$ cat src/inc/ddcd_pkg.sv
`default_nettype none
package ddcd_pkg;
  localparam int FRAME_BITS = 24;
  localparam int CNT_W = 5;
  localparam logic [4:0] LAST_BIT = 5'h17;
  localparam int POS_LOAD_B = 21;
  localparam int POS_LOAD_A = 20;
  localparam int POS_BUF_SEL = 18;
  localparam int POS_PD_HI = 17;
  localparam int POS_PD_LO = 16;
  localparam logic [1:0] PM_NORMAL = 2'h0;
  localparam logic [1:0] PM_1K = 2'h1;
  localparam logic [1:0] PM_100K = 2'h2;
  localparam logic [1:0] PM_HIZ = 2'h3;
  localparam logic [15:0] DAC_RST = 16'h0000;
  localparam int CLK_MHZ = 25;
  localparam int WAKE_NS = 2500;
  localparam int WAKE_CYC = (WAKE_NS * CLK_MHZ + 999) / 1000;
  localparam int WAKE_W = 7;

  // One data buffer entry: either data or a power-down command
  typedef struct packed {
    logic [15:0] data;
    logic [1:0] pd;
  } ddcd_buf_t;

  // Per-channel analogue control
  typedef struct packed {
    logic [15:0] code;
    logic [1:0] mode;
    logic shutdown;
    logic sel_amp;
    logic sel_1k;
    logic sel_100k;
    logic valid;
  } ddcd_chan_t;

  typedef enum logic [2:0] {
    ST_IDLE = 3'h1,
    ST_SHIFT = 3'h2,
    ST_DONE = 3'h4
  } ddcd_state_t;

  typedef struct packed {
    logic [2:0] sclk_s;
    logic [2:0] sync_s;
    logic [1:0] din_s;
    ddcd_state_t st;
    logic [23:0] shreg;
    logic [4:0] cnt;
    ddcd_buf_t buf_a;
    ddcd_buf_t buf_b;
    logic [15:0] dac_a;
    logic [15:0] dac_b;
    logic [1:0] mode_a;
    logic [1:0] mode_b;
    logic [6:0] wake_a;
    logic [6:0] wake_b;
    logic exec;
  } ddcd_state_reg_t;
endpackage
`default_nettype wire

$ cat src/rtl/ddcd_top.sv
// How it works
// - Execute command on 24th falling clock edge
// - Early frame-select rise aborts, clears shifter
// - Aborted frame changes no buffer or mode
// - Store data per select; load A option
// - Load B from buffer B after write
// - Both loads update on same edge
// - Nonzero power field stores power command
// - Load A applies buffer A contents only
// - Mode changes only on load of buffer
// - Separate power modes for both channels
// - Code 00 means normal amplifier output
// - Codes select 1k, 100k or open
// - Power-down switches pin to termination
// - Power-down asserts channel analogue shutdown
// - Exit only by normal write plus load
// - Output valid after wake-up interval
// - Sample data on each falling clock edge
// - Bit 19 is ignored entirely
// - Reset clears both converter registers
`timescale 1ns/1ps
`default_nettype none
module ddcd_top (
  input wire logic sys_clk,
  input wire logic nrst,
  input wire logic sclk,
  input wire logic frame_sel_n,
  input wire logic din,
  output var ddcd_pkg::ddcd_chan_t chan_a,
  output var ddcd_pkg::ddcd_chan_t chan_b,
  output logic cmd_done
);

  ddcd_pkg::ddcd_state_reg_t s_r;
  ddcd_pkg::ddcd_state_reg_t s_nxt;

  logic sclk_fall;
  logic sync_fall;
  logic sync_hi;
  logic [23:0] frame;
  ddcd_pkg::ddcd_buf_t wr;
  ddcd_pkg::ddcd_buf_t nb_a;
  ddcd_pkg::ddcd_buf_t nb_b;
  logic update_first_chan;
  logic update_second_chan;
  logic power_mode_hi;
  logic power_mode_lo;
  logic buf_sel_b;

  // Stage 0 is read only by stage 1; edges use stages 1 and 2
  assign sclk_fall = s_r.sclk_s[2] & ~s_r.sclk_s[1];
  assign sync_fall = s_r.sync_s[2] & ~s_r.sync_s[1];
  assign sync_hi = s_r.sync_s[1];
  // Din is delayed like sclk so it lines up with the edge
  assign frame = {s_r.shreg[22:0], s_r.din_s[1]};
  // Command fields as they stand once the last bit is in
  assign update_first_chan = frame[ddcd_pkg::POS_LOAD_A];
  assign update_second_chan = frame[ddcd_pkg::POS_LOAD_B];
  assign power_mode_hi = frame[ddcd_pkg::POS_PD_HI];
  assign power_mode_lo = frame[ddcd_pkg::POS_PD_LO];
  assign buf_sel_b = frame[ddcd_pkg::POS_BUF_SEL];

  ////////////////////////////////////////////////////////////////////////
  always_comb
  begin
    s_nxt = s_r;
    s_nxt.sclk_s = {s_r.sclk_s[1:0], sclk};
    s_nxt.sync_s = {s_r.sync_s[1:0], frame_sel_n};
    s_nxt.din_s = {s_r.din_s[0], din};
    s_nxt.exec = 1'b0;
    wr.data = frame[15:0];
    wr.pd = {power_mode_hi, power_mode_lo};
    // Data bits ignored under a power command; bit 19 never read
    if (wr.pd != ddcd_pkg::PM_NORMAL)
    begin
      wr.data = s_r.buf_a.data;
      if (buf_sel_b)
        wr.data = s_r.buf_b.data;
    end
    nb_a = s_r.buf_a;
    nb_b = s_r.buf_b;
    if (buf_sel_b)
      nb_b = wr;
    else
      nb_a = wr;

    // Count down first so a fresh wake-up load below wins
    if (s_r.wake_a != '0)
      s_nxt.wake_a = s_r.wake_a - 7'h01;
    if (s_r.wake_b != '0)
      s_nxt.wake_b = s_r.wake_b - 7'h01;

    case (s_r.st)
      ddcd_pkg::ST_IDLE:
      begin
        if (sync_fall)
        begin
          s_nxt.cnt = '0;
          s_nxt.shreg = '0;
          s_nxt.st = ddcd_pkg::ST_SHIFT;
        end
      end
      ddcd_pkg::ST_SHIFT:
      begin
        // The 24th edge may meet the select rise in one sample; it
        // still counts, since the rise is legal from that edge on
        if (sclk_fall && (!sync_hi || s_r.cnt == ddcd_pkg::LAST_BIT))
        begin
          s_nxt.shreg = frame;
          s_nxt.cnt = s_r.cnt + 5'h01;
          if (s_r.cnt == ddcd_pkg::LAST_BIT)
          begin
            s_nxt.exec = 1'b1;
            s_nxt.buf_a = nb_a;
            s_nxt.buf_b = nb_b;
            // Both loads see the freshly written buffers at once
            if (update_first_chan)
            begin
              s_nxt.mode_a = nb_a.pd;
              if (nb_a.pd == ddcd_pkg::PM_NORMAL)
              begin
                s_nxt.dac_a = nb_a.data;
                if (s_r.mode_a != ddcd_pkg::PM_NORMAL)
                  s_nxt.wake_a = 7'(ddcd_pkg::WAKE_CYC);
              end
            end
            if (update_second_chan)
            begin
              s_nxt.mode_b = nb_b.pd;
              if (nb_b.pd == ddcd_pkg::PM_NORMAL)
              begin
                s_nxt.dac_b = nb_b.data;
                if (s_r.mode_b != ddcd_pkg::PM_NORMAL)
                  s_nxt.wake_b = 7'(ddcd_pkg::WAKE_CYC);
              end
            end
            s_nxt.st = ddcd_pkg::ST_DONE;
          end
        end
        else if (sync_hi)
        begin
          s_nxt.shreg = '0;
          s_nxt.cnt = '0;
          s_nxt.st = ddcd_pkg::ST_IDLE;
        end
      end
      ddcd_pkg::ST_DONE:
      begin
        // Extra clocks after the 24th are ignored until a new frame
        s_nxt.shreg = '0;
        if (sync_hi)
          s_nxt.st = ddcd_pkg::ST_IDLE;
      end
      default: s_nxt.st = ddcd_pkg::ST_IDLE;
    endcase
  end

  ////////////////////////////////////////////////////////////////////////
  always_ff @(posedge sys_clk or negedge nrst)
  begin
    if (!nrst)
    begin
      s_r <= '0;
      // Idle level of the parked link clock, so no edge follows reset
      s_r.sclk_s <= 3'h7;
      s_r.sync_s <= 3'h7;
      s_r.st <= ddcd_pkg::ST_IDLE;
      s_r.dac_a <= ddcd_pkg::DAC_RST;
      s_r.dac_b <= ddcd_pkg::DAC_RST;
      s_r.mode_a <= ddcd_pkg::PM_NORMAL;
      s_r.mode_b <= ddcd_pkg::PM_NORMAL;
    end
    else
      s_r <= s_nxt;
  end

  ////////////////////////////////////////////////////////////////////////
  ddcd_chan_drv #(
    .WAKE_BITS(ddcd_pkg::WAKE_W)
  ) drv_a (
    .sys_clk(sys_clk),
    .nrst(nrst),
    .code_nxt(s_nxt.dac_a),
    .mode_nxt(s_nxt.mode_a),
    .wake_nxt(s_nxt.wake_a),
    .chan(chan_a)
  );

  ddcd_chan_drv #(
    .WAKE_BITS(ddcd_pkg::WAKE_W)
  ) drv_b (
    .sys_clk(sys_clk),
    .nrst(nrst),
    .code_nxt(s_nxt.dac_b),
    .mode_nxt(s_nxt.mode_b),
    .wake_nxt(s_nxt.wake_b),
    .chan(chan_b)
  );

  assign cmd_done = s_r.exec;

endmodule

////////////////////////////////////////////////////////////////////////
// One channel's analogue controls, registered so every output is a flop
module ddcd_chan_drv #(
  parameter int WAKE_BITS = ddcd_pkg::WAKE_W
) (
  input wire logic sys_clk,
  input wire logic nrst,
  input wire logic [15:0] code_nxt,
  input wire logic [1:0] mode_nxt,
  input wire logic [WAKE_BITS-1:0] wake_nxt,
  output var ddcd_pkg::ddcd_chan_t chan
);

  ddcd_pkg::ddcd_chan_t c_r;
  ddcd_pkg::ddcd_chan_t c_nxt;

  // Decoded from next-state values so all fields move on one edge
  always_comb
  begin
    c_nxt.code = code_nxt;
    c_nxt.mode = mode_nxt;
    c_nxt.sel_amp = (mode_nxt == ddcd_pkg::PM_NORMAL);
    c_nxt.shutdown = (mode_nxt != ddcd_pkg::PM_NORMAL);
    c_nxt.sel_1k = (mode_nxt == ddcd_pkg::PM_1K);
    c_nxt.sel_100k = (mode_nxt == ddcd_pkg::PM_100K);
    // Held low while the amplifier is still waking up
    c_nxt.valid = c_nxt.sel_amp && (wake_nxt == '0);
  end

  always_ff @(posedge sys_clk or negedge nrst)
  begin
    if (!nrst)
    begin
      c_r <= '0;
      c_r.code <= ddcd_pkg::DAC_RST;
      c_r.mode <= ddcd_pkg::PM_NORMAL;
      c_r.sel_amp <= 1'b1;
      c_r.valid <= 1'b1;
    end
    else
      c_r <= c_nxt;
  end

  assign chan = c_r;

endmodule
`default_nettype wire

$ cat config.mk
export PLATFORM = sky130hd
export DESIGN_NAME = ddcd_top
export DESIGN_NICKNAME = d
export VERILOG_FILES = /design/src/inc/ddcd_pkg.sv /design/src/rtl/ddcd_top.sv
export SDC_FILE = /design/constraint.sdc
export NUM_CORES = 1
export LEC_CHECK = 0
export BUFFER_PORTS_ARGS = -buffer_cell sky130_fd_sc_hd__buf_4
export CORE_MARGIN = 2
export CORE_UTILIZATION = 54
export DETAILED_ROUTE_END_ITERATION = 6
export GPL_TIMING_DRIVEN = 0
export PLACE_DENSITY = 0.85
export SYNTH_ARGS = -nofsm -noshare
export SYNTH_HDL_FRONTEND = slang
export SYNTH_HIERARCHICAL = 1
export SYNTH_SLANG_ARGS = --single-unit
$ cat constraint.sdc
create_clock -name sys_clk -period 1.9 [get_ports sys_clk]
set_input_delay 0.38 -clock sys_clk [delete_from_list [all_inputs] [get_ports sys_clk]]
set_output_delay 0.38 -clock sys_clk [all_outputs]
set_load 0.01 [all_outputs]
==> results.md <==
* Combinational power share at 4.8%
* Power density cells at 848 nW/um^2
* Place WS at -553 ps
* Flops & latches, synth at 170
* Setup crit start kind: register
* Fin. max-slew vios at 0
* Final WL at 15.8 mm
* DRT iter0 DRCs at 396
* Worst r2r src: s_r[116]$_DFFE_PN1P_
* Max cap viols at 0
* Hold Fails Final Rpt at 0
* Util after Layout at 71.6%
* Post-synthesis cell area at 6630 um^2
* Synth-to-layout area growth at 29.7%
* Die H at 115 um
* Detailed placement HPWL at 7.98 mm
* Syn Area/Cell at 13.9 um^2
* Crit-path slowest cell: or3b_4
* Cells after synthesis at 478
* First-pass detailed-route iteration total at 4
* Critical path class: reg2reg
* RSZ-0062 raised after global routing: yes
* CTS tree: yes
* Vias in the first global route at 4297
* Yosys warns at 6
* Max incr delay on CP at 420 ps
* Global-route wire length before repair at 21.5 mm
* Fmax at 0.478 GHz
* Largest net degree at the start of global routing at 91
* H-tree depth at 4
* Clock power share at 44.4%
* Final setup vio count at 114
* Crit path cell chain: or3b_4 -> nor3_4 -> buf_6 -> o211ai_1 -> buf_4 -> buf_4 -> o211ai_1 -> nor4_1 -> and3_1
* Actual slew at the worst max-slew pin at 740 ps
* Crit path DAT at 2440 ps
* Remaining antenna violation count after routing at 0
* Worst Hold Slack at 8.12 ps
* # rows at 40
* Flop pwr share at 50.8%
* Routed vias/inst at 5.89
* Commonest non-fill, non-tap cells in the layout: dfrtp_1, buf_4, a21oi_1
* Max Fanout on Critical Path at 5
* IO buf count at 51
* Overflow after GRT at 0
* Antenna Cells at 0
* I/O pins at 52
* CTS sink count at 170
* Violated checks: negative setup slack
* Cts bufs inserted at 17
* CTS clk-pin slew, worst paths at 60 ps
* Placer Congestion at 0.778
* Critical Path Start: s_r[116]$_DFFE_PN1P_
* Switching part of the total at 22.9%
* Max VDD drop at 0.000459 V
* Post-route minimum period at 2090 ps
* Crit end category: register
* Initial antenna violation count at 0
* Starting Density at 55.2%
* Maximum clock skew at final layout at 12.3 ps
* Final setup margin at -190 ps
* Die width at 115 um
* Switching pwr at 0.00167 W
* Part of the Yosys area used for sequential elements at 64.4%
* Total GRT Usage at 21.1%
* Status: finished with violations
* Most common cell after layout, fill and taps aside: dfrtp_1
* Internal Pwr Total at 0.00562 W
* Share of post-route cells with drive strength above 1 at 44.0%
* Largest delay share family, worst path: simple AND/OR/NAND/NOR gates
* Die footprint at 13200 um^2
* Post-route DRC at 0
* Mean routed wirelength per cell at 21.1 um
* Post-synth cell types at 44
* CP required at 2250 ps
* Clock Path Buffers at 2
* Core box area at 12000 um^2
* Nets at 603
* Rel. slew slack at 50.7%
* Final period utilization at 110%
* Leak pwr at 4.31 nW
* Via Count at 4423
* Min-delay worst type: in2async
* Clock root cell: clkbuf_16
* Syn nets at 488
* Bufs and invs on worst path at 3
* Skew-Pair Late Insertion Delay at 430 ps
## worst register-to-register path, cell delays in order (launching register included)
cell	delay (ps)
dfstp_2	390
or3b_4	420
nor3_4	270
buf_6	170
o211ai_1	110
buf_4	170
buf_4	120
o211ai_1	130
nor4_1	70
and3_1	160
## layer usage
layer | part of all wire [%] | up-vias | GRT usage, %
met5 | 0 | - | 0
met4 | 2.6 | 0 | 8.92
met3 | 4.0 | 35 | 4.74
met2 | 51 | 152 | 33.5
met1 | 42 | 2298 | 28.5
li1 | - | 1938 | -
## layout make-up
type / count / area [um^2]
sequential: 170 / 4270
fill: 715 / 3420
multi-input combinational: 274 / 2420
timing repair buffer: 98 / 888
clock buffer: 20 / 447
buffer: 24 / 255
tap: 147 / 184
clock inverter: 10 / 96.3
inverter: 8 / 30.0
## cell families (layout without fill, tap and decap cells)
kind of cell	count (synthesis)	after routing	share of synthesized area (%)
AOI/OAI and AO/OA	112	112	10.3
DFF	170	170	64.4
and+or+nand+nor	68	68	6.25
buffers and inverters	34	160	2.80
adders and majority gates	5	5	0.944
xor gates and xnor gates	11	11	1.45
muxes	78	78	13.8
## per-stage QoR
stage | power, W | std cells | instance area, um^2 | setup TNS [ps]
2_1_floorplan | 0.00389 | 478 | 6630 | -720
6_report | 0.00729 | 751 | 8600 | -6190
4_1_cts | 0.00723 | 724 | 7950 | -1360
5_1_grt | 0.00751 | 751 | 8600 | -11930
3_5_place_dp | 0.00402 | 677 | 7230 | -22560
3_3_place_gp | 0.00399 | 676 | 7200 | -66720
## registers in the layout (all words and copies together), names as in the netlist
register,cells
buf_sel_b,1
cmd_done,1
drv_a/chan,23
drv_b/chan,23
frame,21
s_nxt,5
s_r,96
## Yosys cell counts
master    count  share of area, %
dfrtp_1     159                60
a21oi_1      65               4.9
mux2i_1      32               4.8
mux2_2       26               4.4
a22o_1       23               3.0
mux2_4       20               4.5
nand2_1      13              0.74
dfstp_2      11               4.4
o21ai_0      10              0.76
xnor2_1       9               1.2
buf_2         8              0.60
inv_1         8              0.45
clkbuf_1      7              0.40
nor2_1        7              0.40
nor3_1        7              0.53
buf_4         6              0.68
nor2b_1       6              0.57
ha_1          5              0.94
nor4_1        5              0.47
nor4b_1       4              0.53
o211ai_1      4              0.45
and3_1        3              0.28
and3b_1       3              0.40
buf_6         3              0.51
nor3b_1       3              0.34
a211oi_1      2              0.23
a21boi_0      2              0.23
a221o_1       2              0.30
and2_1        2              0.19
clkbuf_2      2              0.15
nand2_2       2              0.19
nand2_4       2              0.34
nand2b_1      2              0.19
nand3_1       2              0.15
o21a_1        2              0.23
or3_1         2              0.19
xor2_1        2              0.26
and2_0        1             0.094
nand3b_1      1              0.11
nand4b_1      1              0.13
nor3_4        1              0.25
o22ai_1       1             0.094
o31ai_1       1              0.11
or3b_4        1              0.17
## timing repair
item	in CTS	in global routing
pin swaps	9	7
hold endpoints to repair	0	0
endpoints found under the setup margin	141	121
resized for setup	21	97
setup buffers	17	23
gates cloned	0	6
hold buffers	0	0
## final timing paths
kind                            slack [ps]  depth (start not counted)                       to
worst min-delay path                     8                          1     s_r[117]$_DFFE_PN0P_
worst min register to register         350                          0       frame[0]$_DFF_PN0_
max in group asynchronous             1020                          2  drv_b/chan[3]$_DFF_PN1_
min in group sys_clk                    60                          1     s_nxt[120]$_DFF_PN0_
worst max-delay path                  -190                          9  drv_a/chan[0]$_DFF_PN1_
worst max register to register        -190                          9  drv_a/chan[0]$_DFF_PN1_
## power groups by stage
| stage | Sequential [W] | Combinational (W) | Clock [W] |
|---|---|---|---|
| finish | 0.00370 | 0.000350 | 0.00324 |
| global route | 0.00370 | 0.000378 | 0.00343 |
| CTS | 0.00370 | 0.000282 | 0.00325 |
| detailed placement | 0.00377 | 0.000247 | 0 |
| global placement | 0.00377 | 0.000225 | 0 |
| floorplan | 0.00376 | 0.000133 | 0 |
No activity file was read; power rests on OpenSTA's default activity.
